## src/rtl/csrv_params.svh

```systemverilog
// constants for the core status reset-value block
// Functional notes
// both resets clear circular select bits 7 and 8 of status three
// both resets clear round select bit 10
// both resets clear emulation write permit bit 11
// both resets set debug mask bit 12
// both resets clear pointer operand mode bit 15
// hardware reset clears store saturate bit 0; software reset keeps it
// hardware reset clears multiply saturate bit 1; software reset keeps it
// hardware reset clears clock output disable bit 2; software reset keeps it
// both resets clear address unit saturate bit 5
// hardware reset loads boot memory mode bit 6 from pins; software keeps
// hardware reset clears bus error flag bit 7; hardware event sets it
// hardware reset sets host interrupt bit 12; software reset keeps it
// hardware reset clears cache flush bit 13; software reset keeps it
// hardware reset clears cache enable 14 and freeze 15; software keeps
// both resets clear all bits of temporary two
// hardware clears data page bits 22:16; software clears only 15:7
// software reset touches only listed fields; others keep values
// hardware reset aborts work, then requests reset service routine
// reserved status bits read back as zero
`ifndef CSRV_PARAMS_SVH
`define CSRV_PARAMS_SVH
`define CSRV_OFF_ST3 12'h000
`define CSRV_OFF_ST4 12'h004
`define CSRV_OFF_TMP2 12'h008
`define CSRV_OFF_XDP 12'h00C
`define CSRV_OFF_EXT_AUX_POINTER_0 12'h010
`define CSRV_OFF_XSP 12'h014
`define CSRV_OFF_IRQ_STAT 12'h018
`define CSRV_OFF_IRQ_MASK 12'h01C
`define CSRV_OFF_CTRL 12'h020
`define CSRV_ST3_WMASK 16'h9DFF
`define CSRV_ST3_SWCLR 16'h8D80
`define CSRV_ST3_SWSET 16'h1000
`define CSRV_ST3_HWRST 16'h1000
`define CSRV_ST4_WMASK 16'hF027
`define CSRV_ST4_HWRST 16'h1000
`define CSRV_ST4_ADDRESS_UNIT_SATURATE 5
`define CSRV_ST4_MODE 6
`define CSRV_ST4_BERR 7
`define CSRV_XDP_SWMASK 23'h00FF80
`define CSRV_IRQ_BERR 0
`define CSRV_IRQ_SWRST 1
`define CSRV_IRQ_HWDONE 2
`endif

```

## src/rtl/csrv_pkg.sv

```systemverilog
// types for the core status reset-value block
package csrv_pkg;
  typedef logic [15:0] csrv_word_t;
  typedef logic [22:0] csrv_xptr_t;
endpackage : csrv_pkg

```

## src/rtl/csrv_top.sv

```systemverilog
// status and pointer registers with hardware and software reset values
`timescale 1ns/1ns
`include "csrv_params.svh"
module csrv_top (
  input wire logic pclk,
  input wire logic presetn,
  input wire logic psel,
  input wire logic penable,
  input wire logic pwrite,
  input wire logic [11:0] paddr,
  input wire logic [31:0] pwdata,
  output logic [31:0] prdata,
  output logic pready,
  output logic pslverr,
  input wire logic sw_reset_pulse,
  input wire logic bus_error_event,
  input wire logic boot_mode_pin,
  output logic host_irq_level,
  output logic clock_output_enable,
  output logic reset_isr_req,
  output logic irq
);
  import csrv_pkg::*;

  ////////////////////////////////////////////////////////////////////////////
  // pin synchroniser
  logic boot_s1_reg;
  logic boot_s2_reg;
  always_ff @(posedge pclk or negedge presetn) begin
    if (!presetn) begin
      boot_s1_reg <= 1'b0;
      boot_s2_reg <= 1'b0;
    end else begin
      boot_s1_reg <= boot_mode_pin;
      boot_s2_reg <= boot_s1_reg;
    end
  end

  // second clock after release: synchroniser now holds the strap, capture it once
  logic hw_first_reg;
  logic hw_first_done_reg;
  logic hw_wait_reg;
  always_ff @(posedge pclk or negedge presetn) begin
    if (!presetn) begin
      hw_wait_reg <= 1'b0;
      hw_first_reg <= 1'b0;
      hw_first_done_reg <= 1'b0;
    end else begin
      hw_wait_reg <= 1'b1;
      hw_first_done_reg <= hw_wait_reg;
      hw_first_reg <= hw_wait_reg && !hw_first_done_reg;
    end
  end

  ////////////////////////////////////////////////////////////////////////////
  // apb decode
  logic wr_en;
  logic rd_en;
  logic addr_ok;
  assign wr_en = psel && penable && pwrite;
  assign rd_en = psel && penable && !pwrite;
  assign addr_ok = (paddr == `CSRV_OFF_ST3) || (paddr == `CSRV_OFF_ST4) ||
                   (paddr == `CSRV_OFF_TMP2) || (paddr == `CSRV_OFF_XDP) ||
                   (paddr == `CSRV_OFF_EXT_AUX_POINTER_0) || (paddr == `CSRV_OFF_XSP) ||
                   (paddr == `CSRV_OFF_IRQ_STAT) || (paddr == `CSRV_OFF_IRQ_MASK) ||
                   (paddr == `CSRV_OFF_CTRL);

  ////////////////////////////////////////////////////////////////////////////
  // status three
  csrv_word_t st3_reg;
  always_ff @(posedge pclk or negedge presetn) begin
    if (!presetn) begin
      st3_reg <= `CSRV_ST3_HWRST;
    end else if (sw_reset_pulse) begin
      st3_reg <= (st3_reg & ~`CSRV_ST3_SWCLR) | `CSRV_ST3_SWSET;
    end else if (wr_en && paddr == `CSRV_OFF_ST3) begin
      st3_reg <= pwdata[15:0] & `CSRV_ST3_WMASK;
    end
  end

  ////////////////////////////////////////////////////////////////////////////
  // status four
  csrv_word_t st4_reg;
  always_ff @(posedge pclk or negedge presetn) begin
    if (!presetn) begin
      st4_reg <= `CSRV_ST4_HWRST;
    end else begin
      if (hw_first_reg) begin
        st4_reg[`CSRV_ST4_MODE] <= boot_s2_reg;
      end else if (sw_reset_pulse) begin
        st4_reg[`CSRV_ST4_ADDRESS_UNIT_SATURATE] <= 1'b0;
      end else if (wr_en && paddr == `CSRV_OFF_ST4) begin
        st4_reg <= (pwdata[15:0] & `CSRV_ST4_WMASK) |
                   (st4_reg & 16'h00C0);
        if (pwdata[`CSRV_ST4_BERR]) begin
          st4_reg[`CSRV_ST4_BERR] <= 1'b0;
        end
      end
      if (bus_error_event) begin
        st4_reg[`CSRV_ST4_BERR] <= 1'b1;
      end
    end
  end

  ////////////////////////////////////////////////////////////////////////////
  // temporary two and extended pointers
  csrv_word_t tmp2_reg;
  csrv_xptr_t xdp_reg;
  csrv_xptr_t ext_aux_pointer_0_reg;
  csrv_xptr_t xsp_reg;
  always_ff @(posedge pclk or negedge presetn) begin
    if (!presetn) begin
      tmp2_reg <= 16'h0000;
    end else if (sw_reset_pulse) begin
      tmp2_reg <= 16'h0000;
    end else if (wr_en && paddr == `CSRV_OFF_TMP2) begin
      tmp2_reg <= pwdata[15:0];
    end
  end

  always_ff @(posedge pclk or negedge presetn) begin
    if (!presetn) begin
      xdp_reg <= 23'h000000;
    end else if (sw_reset_pulse) begin
      xdp_reg <= xdp_reg & ~`CSRV_XDP_SWMASK;
    end else if (wr_en && paddr == `CSRV_OFF_XDP) begin
      xdp_reg <= pwdata[22:0];
    end
  end

  always_ff @(posedge pclk or negedge presetn) begin
    if (!presetn) begin
      ext_aux_pointer_0_reg <= 23'h000000;
      xsp_reg <= 23'h000000;
    end else if (!sw_reset_pulse && wr_en) begin
      if (paddr == `CSRV_OFF_EXT_AUX_POINTER_0) begin
        ext_aux_pointer_0_reg <= pwdata[22:0];
      end
      if (paddr == `CSRV_OFF_XSP) begin
        xsp_reg <= pwdata[22:0];
      end
    end
  end

  ////////////////////////////////////////////////////////////////////////////
  // interrupts
  logic [2:0] irq_stat_reg;
  logic [2:0] irq_mask_reg;
  logic [2:0] irq_ev;
  assign irq_ev = {hw_first_reg, sw_reset_pulse, bus_error_event};
  always_ff @(posedge pclk or negedge presetn) begin
    if (!presetn) begin
      irq_stat_reg <= 3'h0;
    end else if (rd_en && paddr == `CSRV_OFF_IRQ_STAT) begin
      irq_stat_reg <= irq_ev;
    end else begin
      irq_stat_reg <= irq_stat_reg | irq_ev;
    end
  end

  always_ff @(posedge pclk or negedge presetn) begin
    if (!presetn) begin
      irq_mask_reg <= 3'h0;
    end else if (wr_en && paddr == `CSRV_OFF_IRQ_MASK) begin
      irq_mask_reg <= pwdata[2:0];
    end
  end

  ////////////////////////////////////////////////////////////////////////////
  // outputs
  always_ff @(posedge pclk or negedge presetn) begin
    if (!presetn) begin
      host_irq_level <= 1'b1;
      clock_output_enable <= 1'b1;
      reset_isr_req <= 1'b0;
      irq <= 1'b0;
    end else begin
      host_irq_level <= st4_reg[12];
      clock_output_enable <= !st4_reg[2];
      reset_isr_req <= hw_first_reg;
      irq <= |(irq_stat_reg & irq_mask_reg);
    end
  end

  always_ff @(posedge pclk or negedge presetn) begin
    if (!presetn) begin
      prdata <= 32'h00000000;
      pready <= 1'b0;
      pslverr <= 1'b0;
    end else begin
      pready <= psel && !penable;
      pslverr <= psel && !penable && !addr_ok;
      prdata <= 32'h00000000;
      if (psel && !penable && !pwrite) begin
        unique case (paddr)
          `CSRV_OFF_ST3: prdata <= {16'h0000, st3_reg};
          `CSRV_OFF_ST4: prdata <= {16'h0000, st4_reg};
          `CSRV_OFF_TMP2: prdata <= {16'h0000, tmp2_reg};
          `CSRV_OFF_XDP: prdata <= {9'h000, xdp_reg};
          `CSRV_OFF_EXT_AUX_POINTER_0: prdata <= {9'h000, ext_aux_pointer_0_reg};
          `CSRV_OFF_XSP: prdata <= {9'h000, xsp_reg};
          `CSRV_OFF_IRQ_STAT: prdata <= {29'h00000000, irq_stat_reg};
          `CSRV_OFF_IRQ_MASK: prdata <= {29'h00000000, irq_mask_reg};
          `CSRV_OFF_CTRL: prdata <= {31'h00000000, st4_reg[13]};
          default: prdata <= 32'h00000000;
        endcase
      end
    end
  end

  ////////////////////////////////////////////////////////////////////////////
  // checks
  a_sw_clears_st3: assert property (@(posedge pclk) disable iff (!presetn)
    sw_reset_pulse |=> (st3_reg[8:7] == 2'b00) && !st3_reg[10] && !st3_reg[11]
      && st3_reg[12] && !st3_reg[15])
    else $error("status three not reset by software reset");
  a_sw_round_clear: assert property (@(posedge pclk) disable iff (!presetn)
    sw_reset_pulse |=> !st3_reg[10])
    else $error("round select not cleared");
  a_sw_emu_clear: assert property (@(posedge pclk) disable iff (!presetn)
    sw_reset_pulse |=> !st3_reg[11])
    else $error("emulation permit not cleared");
  a_sw_debug_set: assert property (@(posedge pclk) disable iff (!presetn)
    sw_reset_pulse |=> st3_reg[12])
    else $error("debug mask not set");
  a_sw_keep_sat: assert property (@(posedge pclk) disable iff (!presetn)
    sw_reset_pulse && !hw_first_reg |=> st4_reg[2:0] == $past(st4_reg[2:0]))
    else $error("software reset changed kept bits");
  a_sw_address_unit_saturate_clear: assert property (@(posedge pclk) disable iff (!presetn)
    sw_reset_pulse && !hw_first_reg |=> !st4_reg[5])
    else $error("address saturate not cleared");
  a_berr_sticky: assert property (@(posedge pclk) disable iff (!presetn)
    bus_error_event |=> st4_reg[7])
    else $error("bus error flag not set");
  a_tmp2_clear: assert property (@(posedge pclk) disable iff (!presetn)
    sw_reset_pulse |=> tmp2_reg == 16'h0000)
    else $error("temporary two not cleared");
  a_xdp_partial: assert property (@(posedge pclk) disable iff (!presetn)
    sw_reset_pulse |=> xdp_reg[15:7] == 9'h000 && xdp_reg[22:16] == $past(xdp_reg[22:16])
      && xdp_reg[6:0] == $past(xdp_reg[6:0]))
    else $error("data page software reset wrong");
  a_reserved_zero: assert property (@(posedge pclk) disable iff (!presetn)
    st3_reg[9] == 1'b0 && st3_reg[14:13] == 2'b00 && st4_reg[4:3] == 2'b00
      && st4_reg[11:8] == 4'h0)
    else $error("reserved status bit set");
  a_isr_request: assert property (@(posedge pclk) disable iff (!presetn)
    hw_first_reg |=> reset_isr_req ##1 !reset_isr_req)
    else $error("reset service request wrong");

  ////////////////////////////////////////////////////////////////////////////
  // software reset field checks and boot mode strap capture check
  a_ptr7_linear_sw: assert property (@(posedge pclk) disable iff (!presetn)
    sw_reset_pulse |=> !st3_reg[7])
    else $error("pointer 7 circular select not cleared");

  a_coef_linear_sw: assert property (@(posedge pclk) disable iff (!presetn)
    sw_reset_pulse |=> !st3_reg[8])
    else $error("coefficient circular select not cleared");

  a_pointer_operand_mode_clear_sw: assert property (@(posedge pclk) disable iff (!presetn)
    sw_reset_pulse |=> !st3_reg[15])
    else $error("pointer operand mode not cleared");

  a_sst_keep_sw: assert property (@(posedge pclk) disable iff (!presetn)
    sw_reset_pulse && !hw_first_reg |=> st4_reg[0] == $past(st4_reg[0]))
    else $error("store saturate changed by software reset");

  a_multiply_saturate_keep_sw: assert property (@(posedge pclk) disable iff (!presetn)
    sw_reset_pulse && !hw_first_reg |=> st4_reg[1] == $past(st4_reg[1]))
    else $error("multiply saturate changed by software reset");

  a_clock_output_disable_keep_sw: assert property (@(posedge pclk) disable iff (!presetn)
    sw_reset_pulse && !hw_first_reg |=> st4_reg[2] == $past(st4_reg[2]))
    else $error("clock output disable changed by software reset");

  a_mode_keep_sw: assert property (@(posedge pclk) disable iff (!presetn)
    sw_reset_pulse && !hw_first_reg |=> st4_reg[6] == $past(st4_reg[6]))
    else $error("boot mode changed by software reset");

  a_mode_capture: assert property (@(posedge pclk) disable iff (!presetn)
    hw_first_reg |=> st4_reg[6] == $past(boot_s2_reg))
    else $error("boot mode strap not captured");

  a_berr_keep_sw: assert property (@(posedge pclk) disable iff (!presetn)
    sw_reset_pulse && !bus_error_event |=> st4_reg[7] == $past(st4_reg[7]))
    else $error("bus error flag changed by software reset");

  a_host_keep_sw: assert property (@(posedge pclk) disable iff (!presetn)
    sw_reset_pulse && !hw_first_reg |=> st4_reg[12] == $past(st4_reg[12]))
    else $error("host interrupt bit changed by software reset");

  a_flush_keep_sw: assert property (@(posedge pclk) disable iff (!presetn)
    sw_reset_pulse && !hw_first_reg |=> st4_reg[13] == $past(st4_reg[13]))
    else $error("cache flush bit changed by software reset");

  a_cache_keep_sw: assert property (@(posedge pclk) disable iff (!presetn)
    sw_reset_pulse && !hw_first_reg |=> st4_reg[15:14] == $past(st4_reg[15:14]))
    else $error("cache enable or freeze changed by software reset");

  a_ext_aux_pointer_0_keep_sw: assert property (@(posedge pclk) disable iff (!presetn)
    sw_reset_pulse |=> ext_aux_pointer_0_reg == $past(ext_aux_pointer_0_reg))
    else $error("aux pointer 0 changed by software reset");

  a_xsp_keep_sw: assert property (@(posedge pclk) disable iff (!presetn)
    sw_reset_pulse |=> xsp_reg == $past(xsp_reg))
    else $error("stack pointer changed by software reset");

  ////////////////////////////////////////////////////////////////////////////
  // pin, flag and bus checks
  a_host_pin_follow: assert property (@(posedge pclk) disable iff (!presetn)
    host_irq_level == $past(st4_reg[12]))
    else $error("host interrupt level does not follow status");

  a_clock_output_pin_follow: assert property (@(posedge pclk) disable iff (!presetn)
    clock_output_enable == !$past(st4_reg[2]))
    else $error("clock output enable does not follow status");

  a_berr_clear_wr: assert property (@(posedge pclk) disable iff (!presetn)
    wr_en && paddr == `CSRV_OFF_ST4 && pwdata[7] && !bus_error_event && !sw_reset_pulse
      && !hw_first_reg |=> !st4_reg[7])
    else $error("bus error flag not cleared by write");

  a_isr_single: assert property (@(posedge pclk) disable iff (!presetn)
    reset_isr_req |=> !reset_isr_req)
    else $error("reset service request too long");

  a_hw_first_once: assert property (@(posedge pclk) disable iff (!presetn)
    hw_first_reg |=> !hw_first_reg)
    else $error("strap capture repeated");

  a_st3_wr_mask: assert property (@(posedge pclk) disable iff (!presetn)
    wr_en && paddr == `CSRV_OFF_ST3 && !sw_reset_pulse
      |=> st3_reg == ($past(pwdata[15:0]) & `CSRV_ST3_WMASK))
    else $error("status three write wrong");

  a_tmp2_write: assert property (@(posedge pclk) disable iff (!presetn)
    wr_en && paddr == `CSRV_OFF_TMP2 && !sw_reset_pulse |=> tmp2_reg == $past(pwdata[15:0]))
    else $error("temporary two write lost");

  a_xdp_write: assert property (@(posedge pclk) disable iff (!presetn)
    wr_en && paddr == `CSRV_OFF_XDP && !sw_reset_pulse |=> xdp_reg == $past(pwdata[22:0]))
    else $error("data page write lost");

  a_ext_aux_pointer_0_write: assert property (@(posedge pclk) disable iff (!presetn)
    wr_en && paddr == `CSRV_OFF_EXT_AUX_POINTER_0 && !sw_reset_pulse |=> ext_aux_pointer_0_reg == $past(pwdata[22:0]))
    else $error("aux pointer 0 write lost");

  a_xsp_write: assert property (@(posedge pclk) disable iff (!presetn)
    wr_en && paddr == `CSRV_OFF_XSP && !sw_reset_pulse |=> xsp_reg == $past(pwdata[22:0]))
    else $error("stack pointer write lost");

  a_mask_write: assert property (@(posedge pclk) disable iff (!presetn)
    wr_en && paddr == `CSRV_OFF_IRQ_MASK |=> irq_mask_reg == $past(pwdata[2:0]))
    else $error("interrupt mask write lost");

  a_berr_event_irq: assert property (@(posedge pclk) disable iff (!presetn)
    bus_error_event |=> irq_stat_reg[0])
    else $error("bus error status not set");

  a_swrst_event_irq: assert property (@(posedge pclk) disable iff (!presetn)
    sw_reset_pulse |=> irq_stat_reg[1])
    else $error("software reset status not set");

  a_stat_read_clear: assert property (@(posedge pclk) disable iff (!presetn)
    rd_en && paddr == `CSRV_OFF_IRQ_STAT |=> irq_stat_reg == $past(irq_ev))
    else $error("status read did not clear");

  a_irq_level: assert property (@(posedge pclk) disable iff (!presetn)
    irq == $past(|(irq_stat_reg & irq_mask_reg)))
    else $error("interrupt output wrong");

  a_pready_pulse: assert property (@(posedge pclk) disable iff (!presetn)
    pready |=> !pready)
    else $error("ready held too long");

  a_err_with_ready: assert property (@(posedge pclk) disable iff (!presetn)
    pslverr |-> pready)
    else $error("error without ready");

  a_prdata_idle: assert property (@(posedge pclk) disable iff (!presetn)
    !pready |-> prdata == 32'h00000000)
    else $error("read data outside answer");

  a_unmapped_zero: assert property (@(posedge pclk) disable iff (!presetn)
    pslverr |-> prdata == 32'h00000000)
    else $error("unmapped read data not zero");
endmodule : csrv_top
```

## config.mk

```make
export PLATFORM = sky130hd
export DESIGN_NAME = csrv_top
export DESIGN_NICKNAME = d
export VERILOG_FILES = /design/src/rtl/csrv_pkg.sv /design/src/rtl/csrv_top.sv
export VERILOG_INCLUDE_DIRS = /design/src /design/src/rtl
export SDC_FILE = /design/constraint.sdc
export NUM_CORES = 1
export LEC_CHECK = 0
export ABC_AREA = 1
export BUFFER_PORTS_ARGS = -buffer_cell sky130_fd_sc_hd__buf_2
export CORE_ASPECT_RATIO = 1.2
export CORE_MARGIN = 2
export CORE_UTILIZATION = 40
export CTS_BUF_LIST = sky130_fd_sc_hd__clkbuf_4 sky130_fd_sc_hd__clkbuf_8 sky130_fd_sc_hd__clkbuf_16
export CTS_CLUSTER_SIZE = 25
export DETAILED_ROUTE_END_ITERATION = 10
export GPL_TIMING_DRIVEN = 0
export PLACE_DENSITY = 0.58
export SLEW_MARGIN = 0
export SYNTH_ARGS = -nofsm -noshare
export SYNTH_HDL_FRONTEND = slang
export SYNTH_SLANG_ARGS = --single-unit
```

## constraint.sdc

```tcl
create_clock -name pclk -period 1.7 [get_ports pclk]
set_clock_uncertainty 0.2 [all_clocks]
set_input_delay 0.17 -clock pclk [delete_from_list [all_inputs] [get_ports pclk]]
set_output_delay 0.17 -clock pclk [all_outputs]
set_load 0.005 [all_outputs]
```

==> flow_summary.rst <==
.. list-table::
   :header-rows: 1

   * - Metric
     - Value
   * - Status
     - finished, final reports clean
   * - Die outline area
     - 17100 µm²
   * - Clock-pin slew on the worst setup and hold paths
     - about 0.060 ns
   * - Via/cell ratio
     - 4.99
   * - Max VDD drop
     - 0.638 mV
   * - Clock tree from TritonCTS
     - done
   * - Final hold viol count
     - 0
   * - Setup repair after global routing missed its margin
     - no
   * - Proportion of layout cells with a drive suffix above 1
     - 22.0%
   * - Number of cells on the worst hold path
     - 6
   * - Quantity of I/O buffers inserted on ports
     - 71
   * - Most frequent cell on the critical path
     - nand2_4
   * - Number of cells traversed by the worst register-to-register path
     - 4
   * - Fmax achieved
     - 667 MHz
   * - Violation count after the first detailed-route iteration
     - between 400 and 500
   * - Clk sinks
     - ~150
   * - Worst reg2reg startpoint
     - hw_first_reg$_DFF_PN0_
   * - Register bit count reported by yosys
     - 148
   * - Core area
     - 15700 µm²
   * - Number of setup buffers added after CTS
     - 0
   * - Critical path endpoint category
     - register
   * - Number of instances in the synthesized netlist
     - 706
   * - Fillers
     - between 1000 and 1500
   * - Num CTS Buffers
     - 17
   * - Clock root cell
     - clkbuf_16
   * - Area of combinational cells with multiple inputs
     - between 2000 and 2500 µm²
   * - Total of endpoints with negative setup slack in the final report
     - 0
   * - Mapped Area
     - 6440 µm²
   * - Setup slack of the most critical reg-to-reg path
     - 0.35 ns
   * - Reported max-cap violation count
     - 0
   * - Sequential cell area
     - 3710 µm²
   * - Mean instance size in the synthesized netlist
     - 9.12 µm²
   * - Drc violations
     - 0
   * - Minimum hold slack
     - roughly 0.031 ns
   * - Power density over cell area
     - 944 nW/µm²
   * - Leakage power summed over all cells
     - between 3 and 4 nW
   * - Minimum clock period after layout
     - 1.50 ns
   * - Worst Max-Slew Pin Slew
     - 0.523 ns
   * - Data required time of the critical path
     - 1.79 ns
   * - First-pass GRT wire length
     - 28200 µm
   * - Critical path launch point type
     - input port
   * - Starting Density
     - between 40 and 50%
   * - Placer congestion estimate
     - 0.858
   * - Final Net Count
     - 889
   * - Top fanout value on the critical path
     - 10
   * - Period Utilization, post-route
     - 88.2%
   * - Routed len/inst
     - around 17 µm
   * - Pin count of the biggest net entering global routing
     - 95
   * - Height of the chip
     - approximately 140 µm
   * - Total routing usage reported by global routing
     - 21.7%
   * - Row Count
     - 50
   * - Part of the Yosys area used for sequential elements
     - 57.6%
   * - Layout overhead on the synthesized area
     - 24.6%
   * - Number of antenna violations at the first check in global routing
     - 0
   * - Post-Route WL
     - around 17000 µm
   * - Via count of the first global-routing pass
     - between 5000 and 6000
   * - Leading cell type in the layout, fill and taps excluded
     - nand2_1
   * - # H-tree levels
     - 4
   * - Yosys Warn Count
     - 0
   * - WS Path Type
     - in2reg
   * - Hold Path Class
     - in2reg
   * - Die width
     - ~120 µm
   * - Most frequent cells in the layout
     - nand2_1, dfrtp_1, buf_2
   * - Top-level I/O count
     - 90
   * - Max-slew violation total from the final report
     - 0
   * - Ordered list of cells on the worst path
     - buf_2 > nor2_2 > nand2_4 > nor2_8 > nand2_4 > o21ai_4 > buf_4 > o22ai_1
   * - Capture instance of the worst register-to-register path
     - st4_reg[7]$_DFFE_PN0P_
   * - Maximum cell stage delay along the critical path
     - 0.32 ns
   * - HP Start
     - paddr[0]
   * - Crit path DAT
     - 1.59 ns
   * - Number of iterations in the first detailed-routing pass
     - 5
   * - Post-DRT Antenna Nets
     - 0
   * - Library cell contributing the largest single delay on the critical path
     - o21ai_4
   * - Worst Hold Path EP
     - prdata[1]$_DFF_PN0_
   * - Slew headroom
     - ~65%
   * - Maximum clock insertion buffer count
     - 2
   * - Non-filler instance count after layout
     - 1058
   * - Leftover overflow at the end of global routing
     - 0
   * - Ant diodes
     - 0
   * - HPWL Detailed
     - 11900 µm
   * - Total instance count after detailed placement
     - between 900 and 1000
   * - Distinct cells, synth
     - 33
   * - Total vias in the final route
     - between 5000 and 6000
   * - Clock latency reported for the late side of the worst-skew pair
     - 0.42 ns
## timing repair
item	CTS	global route
hold endpoints to repair	172	1
resized for setup	0	1
hold buffers	32	1
endpoints found under the setup margin	0	3
## worst max-delay path: cells and delay by family
kind                   cells  cell delay [ns]
buffers and inverters      2             0.37
AND/OR/NAND/NOR            4             0.63
AO/OA/AOI/OAI              2             0.42
## metal layers
layer  share of wire, %  up-vias  global-route usage [%]
met1                 42     2560                    26.3
met5                  0        -                       0
li1                   -     2542                       -
met4                2.5        0                    8.61
met2                 51      148                    38.5
met3                4.7       34                    3.55
## how the worst max path moves through the flow
stage                                   end      start  slack [ns]  cells after the start
finish              tmp2_reg[9]$_DFFE_PN0P_  paddr[11]        0.20                      8
global route        xsp_reg[18]$_DFFE_PN0P_   paddr[1]        0.09                     10
CTS                     prdata[5]$_DFF_PN0_   paddr[1]        0.06                      8
detailed placement  tmp2_reg[7]$_DFFE_PN0P_  paddr[11]       -0.21                      8
global placement       prdata[19]$_DFF_PN0_    presetn       -1.82                      1
floorplan            xdp_reg[0]$_DFFE_PN0P_  paddr[11]        0.24                      9
## cell type report
cell class,count,area share (%)
sequential,148,46.2
multi-input combinational,444,27.2
timing repair buffer,104,8.84
clock buffer,18,5.47
inverter,85,4.02
tap,208,3.24
buffer,37,3.23
clock inverter,14,1.78
## power by group
part / internal (mW) / switching, mW / leakage [nW]
Sequential: 3.54 / 0.00752 / 2.02
Combinational: 0.131 / 0.217 / 1.61
Clock: 2.10 / 1.59 / 0.276
Total: 5.77 / 1.81 / 3.90
## Yosys cell counts
cell type | n | share of area, %
o21ai_4 | 2 | 0.51
nand3_2 | 2 | 0.31
nand3_1 | 40 | 3.1
nand2_4 | 5 | 0.87
buf_2 | 18 | 1.4
nand2_1 | 162 | 9.4
o21ai_0 | 32 | 2.5
inv_1 | 75 | 4.4
o211ai_1 | 7 | 0.82
nor2_4 | 4 | 0.70
a21oi_1 | 14 | 1.1
nand4_1 | 1 | 0.097
dfrtp_1 | 144 | 56
o21ai_2 | 2 | 0.27
nor3_1 | 2 | 0.16
buf_4 | 12 | 1.4
o22ai_1 | 32 | 3.1
nor2_8 | 2 | 0.62
nor2_1 | 41 | 2.4
o21ai_1 | 70 | 5.4
dfstp_2 | 4 | 1.6
nand3_4 | 1 | 0.27
buf_6 | 7 | 1.2
conb_1 | 2 | 0.12
inv_4 | 1 | 0.097
nand3b_1 | 1 | 0.12
clkinv_2 | 1 | 0.078
inv_2 | 7 | 0.41
nor2_2 | 4 | 0.39
nor3_2 | 1 | 0.16
nand2_2 | 8 | 0.78
clkinv_1 | 1 | 0.058
a21oi_2 | 1 | 0.14
## metrics by stage
stage          total power, mW  util (%)  worst slack, ns  TNS [ns]  cell area, µm²
2_1_floorplan             3.72         -            0.237         0            6470
3_3_place_gp              3.89      45.1            -1.82   -275.95            7090
3_5_place_dp              3.91      45.3           -0.211    -14.20            7120
4_1_cts                   7.63      51.1           0.0605         0            8020
5_1_grt                   7.81      51.1           0.0853         0            8030
6_report                  7.58      51.1            0.201         0            8030
## cells by family after synthesis
family	after synthesis	share of synthesized area (%)
compound gates	160	13.9
buf+inv	122	9.03
flops	148	57.6
other cells	2	0.117
simple gates	274	19.4
Note: power is estimated with default switching activity, not from simulation.
